--- src/strap_led_pkg.sv ---
// Shared constants and types for the strap and indicator pin block
package strap_led_pkg;

  // Register byte offsets
  localparam logic [11:0] ADDR_WAN_MISC = 12'h000;
  localparam logic [11:0] ADDR_STRAP    = 12'h004;

  // Field positions
  localparam int LED_A_LSB    = 0;
  localparam int LED_B_LSB    = 4;
  localparam int STRAP_POL    = 0;
  localparam int STRAP_WIDTH  = 1;
  localparam int STRAP_RSVD   = 3;
  localparam int STRAP_RUN    = 4;

  // Reset values
  localparam logic [2:0] LED_SEL_RESET = 3'h0;
  localparam logic [1:0] WIDTH_RESET   = 2'h0;

  // Indicator select codes
  localparam logic [2:0] LED_SPEED    = 3'h0;
  localparam logic [2:0] LED_LINK     = 3'h1;
  localparam logic [2:0] LED_DUPLEX   = 3'h2;
  localparam logic [2:0] LED_COLL     = 3'h3;
  localparam logic [2:0] LED_ACT      = 3'h4;
  localparam logic [2:0] LED_FD_COLL  = 3'h5;
  localparam logic [2:0] LED_LINK_ACT = 3'h6;

  // Boot bank width codes
  localparam logic [1:0] WIDTH_RSVD = 2'h0;
  localparam logic [1:0] WIDTH_BYTE = 2'h1;
  localparam logic [1:0] WIDTH_HALF = 2'h2;
  localparam logic [1:0] WIDTH_WORD = 2'h3;

  // AXI responses
  localparam logic [1:0] RESP_OKAY   = 2'h0;
  localparam logic [1:0] RESP_SLVERR = 2'h2;

  typedef enum logic {PH_CAPTURE, PH_RUN} phase_e;

  // Port status from the WAN port
  typedef struct packed {
    logic speed;
    logic link;
    logic duplex;
    logic collision;
    logic activity;
    logic fd_collision;
  } wan_status_s;

  typedef struct packed {
    phase_e      phase;
    logic        wdog_pol;
    logic [1:0]  boot_width;
    logic [2:0]  sel_a;
    logic [2:0]  sel_b;
    logic        oe_n;
    logic        oe_en;
    logic [3:0]  byte_write_n;
    logic        led_a;
    logic        led_b;
    logic        led_en;
    logic        wdog_rst;
    logic        aw_held;
    logic        w_held;
    logic [11:0] aw_addr;
    logic [31:0] w_data;
    logic        w_strb0;
    logic        awready;
    logic        wready;
    logic        bvalid;
    logic [1:0]  bresp;
    logic        arready;
    logic        rvalid;
    logic [31:0] rdata;
    logic [1:0]  rresp;
  } state_s;

endpackage

--- src/strap_and_led_pin_functions.sv ---
// Dual-role strap, static memory strobe and WAN indicator pin logic
// Functional notes
// - Output enable pin driven low enables devices
// - Output enable pin sampled as watchdog polarity
// - Four active-low byte write strobes, not SDRAM
// - Indicator A follows select bits 2..0
// - Indicator B follows select bits 6..4
// - Select codes: speed, link, duplex, collision, more
// - Indicator pins sampled as boot width code
// - Boot bank 0 uses captured width
`timescale 1ns/1ps
`default_nettype none

module strap_and_led_pin_functions
  import strap_led_pkg::*;
(
  input  wire logic                      core_clk_in,
  input  wire logic                      sys_rst_in,
  // AXI4-Lite slave
  input  wire logic [11:0]               s_axi_awaddr_in,
  input  wire logic                      s_axi_awvalid_in,
  output var  logic                      s_axi_awready_out,
  input  wire logic [31:0]               s_axi_wdata_in,
  input  wire logic [3:0]                s_axi_wstrb_in,
  input  wire logic                      s_axi_wvalid_in,
  output var  logic                      s_axi_wready_out,
  output var  logic [1:0]                s_axi_bresp_out,
  output var  logic                      s_axi_bvalid_out,
  input  wire logic                      s_axi_bready_in,
  input  wire logic [11:0]               s_axi_araddr_in,
  input  wire logic                      s_axi_arvalid_in,
  output var  logic                      s_axi_arready_out,
  output var  logic [31:0]               s_axi_rdata_out,
  output var  logic [1:0]                s_axi_rresp_out,
  output var  logic                      s_axi_rvalid_out,
  input  wire logic                      s_axi_rready_in,
  input  wire logic                      s_axi_bready_unused_in,
  // Memory controller side
  input  wire logic                      mem_read_req_in,
  input  wire logic [3:0]                mem_byte_write_in,
  input  wire strap_led_pkg::wan_status_s wan_status_in,
  input  wire logic                      wdog_reset_req_in,
  // Shared output enable / polarity strap pin
  input  wire logic                      static_mem_output_enable_n_in,
  output var  logic                      static_mem_output_enable_n_out,
  output var  logic                      static_mem_output_enable_n_oe_out,
  output var  logic [3:0]                static_mem_byte_write_n_out,
  // Indicator / boot width strap pins
  input  wire logic                      wan_indicator_a_in,
  output var  logic                      wan_indicator_a_out,
  output var  logic                      wan_indicator_a_oe_out,
  input  wire logic                      wan_indicator_b_in,
  output var  logic                      wan_indicator_b_out,
  output var  logic                      wan_indicator_b_oe_out,
  // Captured configuration and watchdog reset output
  output var  logic                      watchdog_reset_polarity_strap_out,
  output var  logic [1:0]                boot_bank_width_strap_out,
  output var  logic                      watchdog_reset_out
);
  import strap_led_pkg::*;

  state_s st;
  state_s next_st;

  // Indicator level for a select code; unused code 111 keeps it dark
  function automatic logic led_pick(input logic [2:0] sel,
                                    input wan_status_s s);
    logic v;
    v = 1'b0;
    case (sel)
      LED_SPEED:    v = s.speed;
      LED_LINK:     v = s.link;
      LED_DUPLEX:   v = s.duplex;
      LED_COLL:     v = s.collision;
      LED_ACT:      v = s.activity;
      LED_FD_COLL:  v = s.fd_collision;
      LED_LINK_ACT: v = s.link & ~s.activity;
      default:      v = 1'b0;
    endcase
    return v;
  endfunction

  logic        wr_fire;
  logic        rd_fire;
  logic [31:0] rd_word;
  logic [1:0]  rd_resp;
  logic        run;

  assign run = (st.phase == PH_RUN);

  always_comb begin
    next_st = st;
    wr_fire = 1'b0;
    rd_fire = 1'b0;
    rd_word = 32'h0000_0000;
    rd_resp = RESP_OKAY;

    // Pins stay inputs for the one cycle after release so the straps
    // are sampled before anything drives them
    case (st.phase)
      PH_CAPTURE: begin
        next_st.wdog_pol   = static_mem_output_enable_n_in;
        next_st.boot_width = {wan_indicator_b_in,
                              wan_indicator_a_in};
        next_st.phase      = PH_RUN;
      end
      PH_RUN: begin
        next_st.phase = PH_RUN;
      end
      default: next_st.phase = PH_CAPTURE;
    endcase

    next_st.oe_en  = (next_st.phase == PH_RUN);
    next_st.led_en = (next_st.phase == PH_RUN);
    next_st.oe_n   = ~(run & mem_read_req_in);
    next_st.byte_write_n = run ? ~mem_byte_write_in
                               : 4'hf;
    next_st.led_a = run & led_pick(st.sel_a, wan_status_in);
    next_st.led_b = run & led_pick(st.sel_b, wan_status_in);
    // Polarity strap 0 means the reset pulse is driven low
    next_st.wdog_rst = run ? (wdog_reset_req_in ~^ st.wdog_pol)
                           : 1'b0;

    // Write channel: address and data may arrive in either order
    if (s_axi_awvalid_in && st.awready) begin
      next_st.aw_held = 1'b1;
      next_st.aw_addr = s_axi_awaddr_in;
    end
    if (s_axi_wvalid_in && st.wready) begin
      next_st.w_held  = 1'b1;
      next_st.w_data  = s_axi_wdata_in;
      next_st.w_strb0 = s_axi_wstrb_in[0];
    end
    if (st.aw_held && st.w_held && !st.bvalid) begin
      wr_fire         = 1'b1;
      next_st.aw_held = 1'b0;
      next_st.w_held  = 1'b0;
      next_st.bvalid  = 1'b1;
      next_st.bresp   = RESP_OKAY;
      if (st.aw_addr == ADDR_WAN_MISC) begin
        if (st.w_strb0) begin
          next_st.sel_a = st.w_data[LED_A_LSB +: 3];
          next_st.sel_b = st.w_data[LED_B_LSB +: 3];
        end
      end else if (st.aw_addr == ADDR_STRAP) begin
        next_st.bresp = RESP_OKAY;
      end else begin
        next_st.bresp = RESP_SLVERR;
      end
    end
    if (st.bvalid && s_axi_bready_in) begin
      next_st.bvalid = 1'b0;
    end
    next_st.awready = ~next_st.aw_held & ~next_st.bvalid & ~wr_fire;
    next_st.wready  = ~next_st.w_held & ~next_st.bvalid & ~wr_fire;

    // Read channel: one read at a time, answer the cycle after
    if (s_axi_arvalid_in && st.arready) begin
      rd_fire = 1'b1;
      if (s_axi_araddr_in == ADDR_WAN_MISC) begin
        rd_word[LED_A_LSB +: 3] = st.sel_a;
        rd_word[LED_B_LSB +: 3] = st.sel_b;
      end else if (s_axi_araddr_in == ADDR_STRAP) begin
        rd_word[STRAP_POL]          = st.wdog_pol;
        rd_word[STRAP_WIDTH +: 2]   = st.boot_width;
        rd_word[STRAP_RSVD]         = (st.boot_width == WIDTH_RSVD);
        rd_word[STRAP_RUN]          = run;
      end else begin
        rd_resp = RESP_SLVERR;
      end
      next_st.rvalid = 1'b1;
      next_st.rdata  = rd_word;
      next_st.rresp  = rd_resp;
    end
    if (st.rvalid && s_axi_rready_in) begin
      next_st.rvalid = 1'b0;
    end
    next_st.arready = ~next_st.rvalid & ~rd_fire;
  end

  always_ff @(posedge core_clk_in or posedge sys_rst_in) begin
    if (sys_rst_in) begin
      st              <= '0;
      st.phase        <= PH_CAPTURE;
      st.boot_width   <= WIDTH_RESET;
      st.sel_a        <= LED_SEL_RESET;
      st.sel_b        <= LED_SEL_RESET;
      st.oe_n         <= 1'b1;
      st.byte_write_n <= 4'hf;
    end else begin
      st <= next_st;
    end
  end

  assign static_mem_output_enable_n_out    = st.oe_n;
  assign static_mem_output_enable_n_oe_out = st.oe_en;
  assign static_mem_byte_write_n_out       = st.byte_write_n;
  assign wan_indicator_a_out               = st.led_a;
  assign wan_indicator_a_oe_out            = st.led_en;
  assign wan_indicator_b_out               = st.led_b;
  assign wan_indicator_b_oe_out            = st.led_en;
  assign watchdog_reset_polarity_strap_out = st.wdog_pol;
  assign boot_bank_width_strap_out         = st.boot_width;
  assign watchdog_reset_out                = st.wdog_rst;
  assign s_axi_awready_out                 = st.awready;
  assign s_axi_wready_out                  = st.wready;
  assign s_axi_bvalid_out                  = st.bvalid;
  assign s_axi_bresp_out                   = st.bresp;
  assign s_axi_arready_out                 = st.arready;
  assign s_axi_rvalid_out                  = st.rvalid;
  assign s_axi_rdata_out                   = st.rdata;
  assign s_axi_rresp_out                   = st.rresp;
endmodule
`default_nettype wire

--- config.mk ---
export PLATFORM = sky130hd
export DESIGN_NAME = strap_and_led_pin_functions
export DESIGN_NICKNAME = d
export VERILOG_FILES = /design/src/strap_led_pkg.sv /design/src/strap_and_led_pin_functions.sv
export SDC_FILE = /design/constraint.sdc
export NUM_CORES = 1
export LEC_CHECK = 0
export BUFFER_PORTS_ARGS = -buffer_cell sky130_fd_sc_hd__buf_2
export CORE_AREA = 8 8 90 92
export CTS_CLUSTER_SIZE = 40
export DETAILED_ROUTE_END_ITERATION = 8
export DIE_AREA = 0 0 98 100
export HOLD_SLACK_MARGIN = 0.02
export PLACE_DENSITY = 0.69
export RECOVER_POWER = 100
export SYNTH_ARGS = -nofsm -noshare
export SYNTH_HDL_FRONTEND = slang
export SYNTH_SLANG_ARGS = --single-unit
export TNS_END_PERCENT = 100
--- constraint.sdc ---
create_clock -name core_clk_in -period 3.1 [get_ports core_clk_in]
set_clock_uncertainty 0.15 [all_clocks]
set_input_delay 0.31 -clock core_clk_in [delete_from_list [all_inputs] [get_ports core_clk_in]]
set_output_delay 0.31 -clock core_clk_in [all_outputs]
set_load 0.005 [all_outputs]
==> results.tsv, run 1 <==
metric	value	unit
ys flop type	dfrtp_1	
Leakage	1.32	nW
fmax	432	MHz
post-layout min period	2.32	ns
Placer Congestion	0.716	
Root Buffer	clkbuf_8	
Worst Path Required	3.14	ns
drt drc	0	
Yosys reg bits	53	
fin nets	359	
count leader, synth	dfrtp_1	
Slew Viols, Final	54	
register area share after synthesis	0.535	
Max rail drop VDD	405	uV
CP max FO	6	
post-DR vias/cell	4.57	
crit path kind	register to register	
FFs w/ async S/R, synth	1.00	
status	finished, violations left	
Antenna Nets Post-Route	0	
vias in the first global route	1807	
first drt pass iteration count	4	
clock latency on the worst-skew pair	0.30	ns
vias	1633	
Mapped Area	2490	sq um
Layout Area Growth over Synthesis	14.1	%
CTS Buffer Depth	2	
first-pass GRT wire length	8.71	mm
Synth area leaders	dfrtp_1 48%, buf_4 13%, mux2_2 13%	
Min-Delay Path Class	input pin to register	
share of the synthesized area in the top cell type	0.482	
EDFF count, synth	0	
unrepaired setup endpoints after global routing	false	
Final TNS setup	0	ns
Die H	100	microns
detailed placement HPWL	4.09	mm
total grt overflow	0	
met2 routed WL	2.42	mm
I/O Buffers	80	
core box area	6640	sq um
# H-tree levels	2	
area leader, netlist	dfrtp_1	
clock slew at reported path FFs	0.10	ns
largest net degree at the start of global routing	54	
Crit. End Element	register	
initial core utilization	0.375	
power density over the cells	615	nW/um^2
Final setup viols	0	
Post-synth top cells	48 x dfrtp_1, 44 x buf_4, 28 x mux2_2	
mean post-synth cell area	12.1	sq um
die width	98	microns
Total GRT Usage	0.109	
final hold violations	0	
routed wire length per instance	14.6	microns
Worst-Margin Slew	1.96	ns
Synthesis Warnings	0	
met3 WL	737	microns
met1 WL	2.03	mm
post-synth cell types	30	
Sink Count	53	
Post-Syn Instances	206	
Top Layer Used	met4	
TritonCTS clock tree	done	
initial DRC count	47	
Max-Cap Viols	1	
cell row count	30	
fillers	660	
violated checks	capacitance limit, slew limit	
final wirelength	5.22	mm
Slew headroom	-0.308	
TritonCTS buffer count	5	
Startpoint Class	register	
Resize count post-CTS	0	
crit path DAT	2.36	ns
die area	9800	sq um
period utilisation layout	0.747	
share of post-route cells with drive strength above 1	0.372	
antenna violations before repair	0	
I/O Pins	138	
Final Core Density	0.428	
Antenna diodes	0	
-- worst paths after layout --
check                      slack [ns]  cells after the start                  startpoint                    endpoint
setup reg to reg                 0.78                      3          st[75]$_DFFE_PP0P_          st[98]$_DFFE_PP0P_
setup / recovery                 0.78                      3          st[75]$_DFFE_PP0P_          st[98]$_DFFE_PP0P_
max in group asynchronous        1.19                      2                  sys_rst_in         st[101]$_DFFE_PP0P_
hold / removal                   0.04                      2             s_axi_rready_in  s_axi_rvalid_out$_DFF_PP0_
min in group asynchronous        0.49                      2                  sys_rst_in          st[79]$_DFFE_PP0P_
hold reg to reg                  0.34                      1  s_axi_wready_out$_DFF_PP0_  s_axi_wready_out$_DFF_PP0_
-- worst max-delay path, cell delays in order (launching register included) --
cell and delay (ns):
dfrtp_1 0.39, or4_1 0.59, nor4_2 0.66, mux2_2 0.41
-- cells in the final DEF (no fill, tap or decap), drive strengths merged, types with 5 or more instances in the layout --
cell / count
buf: 57
clkbuf: 28
conb: 28
dfrtp: 48
dfstp: 5
dlygate4sd3: 5
inv: 5
mux2: 28
mux2i: 5
nand2: 17
o21ai: 13
-- kinds of logic after synthesis --
kind of cell	count (synthesis)	share of synthesized area
flops	53	0.535
compound gates	21	0.0482
simple gates	42	0.101
buf+inv	52	0.145
mux	35	0.165
xor+xnor	1	0.00352
other cells	2	0.00302
-- registers in the layout, summed over array words and instances (netlist names), 2 cells and up --
signal,count
static_mem_byte_write_n_out,4
boot_bank_width_strap_out,2
st,27
s_axi_rdata_out,7
-- routing by layer --
layer,track usage,vias to the layer above
met1,0.115,778
met5,0,-
met3,0.0727,4
met2,0.175,79
li1,-,772
met4,0.0264,0
-- stage by stage --
stage / cell area [sq um] / instances / total power, W / worst slack [ns] / hold WS (ns)
after floorplan: 2590 / 232 / 0.00129 / 1.14 / 0.203
after global placement: 2740 / 344 / 0.00138 / 1.00 / 0.286
after detailed placement: 2740 / 344 / 0.00140 / 0.977 / 0.290
after CTS: 2880 / 357 / 0.00180 / 0.964 / 0.0305
after global routing: 2840 / 357 / 0.00187 / 0.620 / 0.0352
final: 2840 / 357 / 0.00175 / 0.785 / 0.0397
-- timing repair --
action / CTS / global route
buffers inserted: 0 / 0
hold buffers: 5 / 0
endpoints found under the hold margin: 5 / 0
-- layout make-up --
class,instances,area [sq um],share of cell area
multi-input combinational,127,882,0.310
timing repair buffer,85,422,0.148
clock buffer,5,68.8,0.0242
clock inverter,3,21.3,0.00749
sequential,53,1330,0.469
tap,80,100,0.0352
inverter,4,15.0,0.00528
-- power breakdown --
part,switching [W],total (W),internal [W]
registers,0.000111,0.000985,0.000874
logic,0.000157,0.000376,0.000220
clock network,0.000225,0.000386,0.000161
total,0.000493,0.00175,0.00125
No activity file was read; power rests on OpenSTA's default activity.
==> run 2, diff against run 1 <==
clock period = 2.25 ns   (was 3.1 ns; I/O delays follow)
==> run 2 against run 1 <==
  * The flow now finishes without violations
  * Critical path depth is 1 higher
  * Non-clock buffer count is 28 higher
  * Sequential share of layout area fell by 4.7 points
  * Wire length increased by 7.1%
  * Core utilization is 4.8 points higher
  * Fmax rose by 13%
  * Flip-flop and latch count did not move
  * Global-route usage up 0.51 points
  * Sequential power is 38% higher
  * Final area rose by 11%
  * Critical path type unchanged
  * Highest routed layer unchanged
==> results.tsv, run 2 (synthesized netlist as in run 1, its figures left out) <==
metric	value	unit	change
fin nets	387		+7.8%
Startpoint Class	register		
switching pwr	0.000712	W	+44%
Worst path depth	4		+1
Sink Count	53		unchanged
crit path kind	register to register		
leading cell type in the layout, fill and taps excluded	buf_2		
Antenna diodes	0		unchanged
post-DR vias/cell	4.51		-1.4%
TritonCTS buffer count	5		unchanged
Max rail drop VDD	492	uV	+22%
worst-path cell chain	or4_1, nor4_4, buf_4, mux2_2		
Hold Crit Depth	3		+1
Setup WS post-layout	0.199	ns	-0.586 ns
Largest stage delay, worst path	0.61	ns	-0.05 ns
Gate power share	0.220		+0.005
most frequent cells in the layout	55 x buf_2, 48 x dfrtp_1, 31 x dlygate4sd3_1, 28 x conb_1, 27 x mux2_2		
Final TNS setup	0	ns	unchanged
Max-Cap Viols	0		-1
Worst Path Required	2.30	ns	-0.84 ns
largest net degree at the start of global routing	32		-41%
first drt pass iteration count	2		-2
I/O Pins	138		unchanged
Sw Share	0.276		-0.00654
die width	98	microns	unchanged
Slew Viols, Final	0		-100%
status	finished, final reports clean		
CP max FO	6		unchanged
die area	9800	sq um	unchanged
clock network fraction of total power	0.252		+0.031
core box area	6640	sq um	unchanged
first-pass GRT wire length	9.13	mm	+4.8%
Placer Congestion	0.733		+2.4%
final hold violations	0		unchanged
Power Internal	0.00187	W	+49%
drt drc	0		unchanged
max reg flops	27		unchanged
Crit. End Element	register		
Leakage	1.47	nW	+11%
initial DRC count	34		-28%
crit path DAT	2.10	ns	-0.26 ns
post-layout min period	2.05	ns	-0.264 ns
total grt overflow	0		unchanged
Final setup viols	0		unchanged
slowest stage cell on the critical path	or4_1		
Root Buffer	clkbuf_8		
share of post-route cells with drive strength above 1	0.334		-0.0374
Antenna Nets Post-Route	0		unchanged
Total GRT Usage	0.114		+0.00515
initial core utilization	0.375		unchanged
Setup Buffers After CTS	0		unchanged
power density over the cells	818	nW/um^2	+33%
Worst-Margin Slew	0.962	ns	-0.999 ns
pre-CTS WS	0.261	ns	-0.716 ns
TritonCTS clock tree	done		
Min-Delay Path Class	input pin to register		
cell row count	30		unchanged
Slew headroom	0.358		+0.667
I/O Buffers	80		unchanged
Die H	100	microns	unchanged
fmax	487	MHz	+13%
fillers	635		-3.8%
FF-to-FF path depth	4		+1
# H-tree levels	2		unchanged
vias in the first global route	1871		+3.5%
clock slew at reported path FFs	0.10	ns	about the same
detailed placement HPWL	4.11	mm	+0.56%
vias	1737		+6.4%
period utilisation layout	0.912		+0.165
routed wire length per instance	14.5	microns	-0.68%
Worst Path Buf+Inv	1		+1
clock latency on the worst-skew pair	0.30	ns	about the same
CTS Buffer Depth	2		unchanged
Layout Area Growth over Synthesis	26.8	%	
Largest Register	st		
final wirelength	5.59	mm	+7.1%
unrepaired setup endpoints after global routing	false		
antenna violations before repair	0		unchanged
sequential power share	0.527		-0.037
CP delay by family, top	simple AND/OR/NAND/NOR gates		
## run 2: worst paths after layout
check	slack (ns)	startpoint	end
worst max register to register	0.20	st[75]$_DFFE_PP0P_	st[101]$_DFFE_PP0P_
max in group asynchronous	0.75	sys_rst_in	st[101]$_DFFE_PP0P_
worst max-delay path	0.20	st[75]$_DFFE_PP0P_	st[101]$_DFFE_PP0P_
worst min register to register	0.34	s_axi_wready_out$_DFF_PP0_	s_axi_wready_out$_DFF_PP0_
worst min-delay path	0.07	wan_status_in[2]	wan_indicator_b_out$_DFF_PP0_
min in group asynchronous	0.54	sys_rst_in	watchdog_reset_out$_DFF_PP0_
## run 2: cell type report
type	instances	area (sq um)	area share
clock buffers	5	68.8	0.0218
clock inverters	3	43.8	0.0139
well taps	80	100	0.0317
multi-input cells	127	891	0.282
repair buffers	113	707	0.224
inverters	4	15.0	0.00475
flip-flops and latches	53	1330	0.422
## run 2: metrics by stage
stage	area, sq um	power, W	util	std cells	hold slack (ns)
after floorplan	2590	0.00178	-	232	0.118
after global placement	2770	0.00190	0.417	346	0.153
after detailed placement	2770	0.00193	0.417	346	0.154
after CTS	3190	0.00263	0.481	385	0.0512
after global routing	3160	0.00275	0.475	385	0.0694
final	3160	0.00258	0.475	385	0.0676
## run 2: routing by layer
layer | part of all wire | global-route usage | vias to the layer above
met5 | 0 | 0 | -
met4 | 0.0095 | 0.0348 | 0
met3 | 0.11 | 0.0602 | 7
met2 | 0.47 | 0.185 | 73
met1 | 0.41 | 0.127 | 827
li1 | - | - | 830
## run 2: worst reg2reg max path, stage by stage (launching register included)
cell,delay [ns]
dfrtp_1,0.40
or4_1,0.61
nor4_4,0.27
buf_4,0.19
mux2_2,0.33
## run 2: power by group through the flow
| stage | Sequential, W | Combinational [W] | Clock, W |
|---|---|---|---|
| final | 0.00136 | 0.000570 | 0.000652 |
| after global routing | 0.00140 | 0.000635 | 0.000715 |
| after CTS | 0.00136 | 0.000591 | 0.000678 |
| after detailed placement | 0.00138 | 0.000549 | 0 |
| after global placement | 0.00137 | 0.000534 | 0 |
| after floorplan | 0.00133 | 0.000450 | 0 |
## run 2: what timing repair did
action                     4_1_cts  5_1_grt
gates resized for setup          0        0
hold buffers                    31        0
hold endpoints to repair        48        0
setup endpoints to repair        0        0
==> run 3, diff against run 2 <==
RECOVER_POWER = not set   (was 100)
==> run 3 against run 2 <==
  * Flip-flop and latch count did not move
  * Combinational power grew 3.5%
  * Final area grew 1.1%
  * Total power rose by 0.88%
  * Highest routed layer unchanged
==> results.tsv, run 3 (synthesized netlist as in run 1, its figures left out) <==
metric	value	unit	change
CP max FO	6		unchanged
die area	9800	sq um	unchanged
Setup WS post-layout	0.253	ns	+0.0540 ns
post-DR vias/cell	4.52		+0.29%
Min-Delay Path Class	input pin to register		
crit path DAT	2.05	ns	-0.05 ns
clock latency on the worst-skew pair	0.30	ns	about the same
total power	0.00261	W	+0.88%
Crit. End Element	register		
Startpoint Class	register		
share of post-route cells with drive strength above 1	0.426		+0.0918
routed wire length per instance	14.4	microns	-0.64%
Slew headroom	0.606		+0.248
largest net degree at the start of global routing	32		unchanged
leading cell type in the layout, fill and taps excluded	buf_2		
vias	1742		+0.29%
# H-tree levels	2		unchanged
Final TNS setup	0	ns	unchanged
drt drc	0		unchanged
crit path kind	register to register		
core box area	6640	sq um	unchanged
Max rail drop VDD	504	uV	+2.4%
first drt pass iteration count	4		+2
Placer Congestion	0.733		unchanged
Leakage	1.55	nW	+5.4%
Largest Register	st		
total grt overflow	0		unchanged
Worst Path Required	2.30	ns	about the same
fmax	501	MHz	+2.7%
Die H	100	microns	unchanged
Layout Area Growth over Synthesis	28.2	%	
Final setup viols	0		unchanged
power density over the cells	816	nW/um^2	-0.23%
vias in the first global route	1871		unchanged
I/O Buffers	80		unchanged
initial DRC count	37		+8.8%
initial core utilization	0.375		unchanged
max reg flops	27		unchanged
Antenna diodes	0		unchanged
antenna violations before repair	0		unchanged
fin nets	387		unchanged
Root Buffer	clkbuf_8		
Max-Cap Viols	0		unchanged
cell row count	30		unchanged
final hold violations	0		unchanged
CTS Buffer Depth	2		unchanged
post-layout min period	2.00	ns	-0.0540 ns
Slew Viols, Final	0		unchanged
I/O Pins	138		unchanged
TritonCTS buffer count	5		unchanged
pre-CTS WS	0.261	ns	unchanged
Total GRT Usage	0.114		unchanged
TritonCTS clock tree	done		
Antenna Nets Post-Route	0		unchanged
unrepaired setup endpoints after global routing	false		
Worst-Margin Slew	0.592	ns	-0.370 ns
first-pass GRT wire length	9.13	mm	unchanged
most frequent cells in the layout	80 x buf_2, 48 x dfrtp_1, 31 x dlygate4sd3_1, 28 x mux2_2, 28 x conb_1		
die width	98	microns	unchanged
detailed placement HPWL	4.11	mm	unchanged
Setup Buffers After CTS	0		unchanged
Sink Count	53		unchanged
status	finished, final reports clean		
final wirelength	5.55	mm	-0.64%
clock slew at reported path FFs	0.10	ns	about the same
period utilisation layout	0.888		-0.0240
[run 3: changes by cell type in the layout (fill, tap and decap cells not counted), sizes merged]
cell and change:
buf +24, clkbuf -24
[run 3: through the flow]
stage | hold WS (ns) | util | cell area [sq um] | instances
after floorplan | 0.118 | - | 2590 | 232
after global placement | 0.153 | 0.417 | 2770 | 346
after detailed placement | 0.154 | 0.417 | 2770 | 346
after CTS | 0.0512 | 0.481 | 3190 | 385
after global routing | 0.0694 | 0.481 | 3190 | 385
final | 0.0667 | 0.481 | 3190 | 385
[run 3: path summary, 6_finish.rpt]
path / startpoint / to / slack [ns] / depth (start not counted)
max: st[75]$_DFFE_PP0P_ / st[101]$_DFFE_PP0P_ / 0.25 / 4
min: wan_status_in[2] / wan_indicator_b_out$_DFF_PP0_ / 0.07 / 3
max reg2reg: st[75]$_DFFE_PP0P_ / st[101]$_DFFE_PP0P_ / 0.25 / 4
min reg2reg: s_axi_wready_out$_DFF_PP0_ / s_axi_wready_out$_DFF_PP0_ / 0.33 / 1
max in group asynchronous: sys_rst_in / st[101]$_DFFE_PP0P_ / 1.05 / 4
min in group asynchronous: sys_rst_in / wan_indicator_a_oe_out$_DFF_PP0_ / 0.36 / 3
[run 3: timing repair]
action / 4_1_cts / 5_1_grt
setup endpoints to repair: 0 / 0
hold endpoints to repair: 48 / 0
hold buffers: 31 / 0
gates resized for setup: 0 / 0
[run 3: layer usage]
metal	part of all wire	vias up	GRT usage
met5	0	-	0
met4	0.0095	0	0.0348
met3	0.11	7	0.0602
met2	0.47	75	0.185
met1	0.40	829	0.127
li1	-	831	-
[run 3: area by class of cell]
| type | count | area [sq um] |
|---|---|---|
| clock inverters | 3 | 43.8 |
| inverters | 4 | 15.0 |
| repair buffers | 113 | 738 |
| flip-flops and latches | 53 | 1330 |
| clock buffers | 5 | 68.8 |
| well taps | 80 | 100 |
| fillers | 614 | 3450 |
| multi-input cells | 127 | 895 |
[run 3: worst max-delay path, cell delays in order, from the launching register on]
cell and delay [ns]:
dfrtp_1 0.40, or4_4 0.57, nor4_4 0.25, buf_4 0.19, mux2_2 0.33
[run 3: where the power goes]
group	switching [W]	internal, W
Sequential	0.000160	0.00120
Combinational	0.000235	0.000355
Clock	0.000319	0.000334
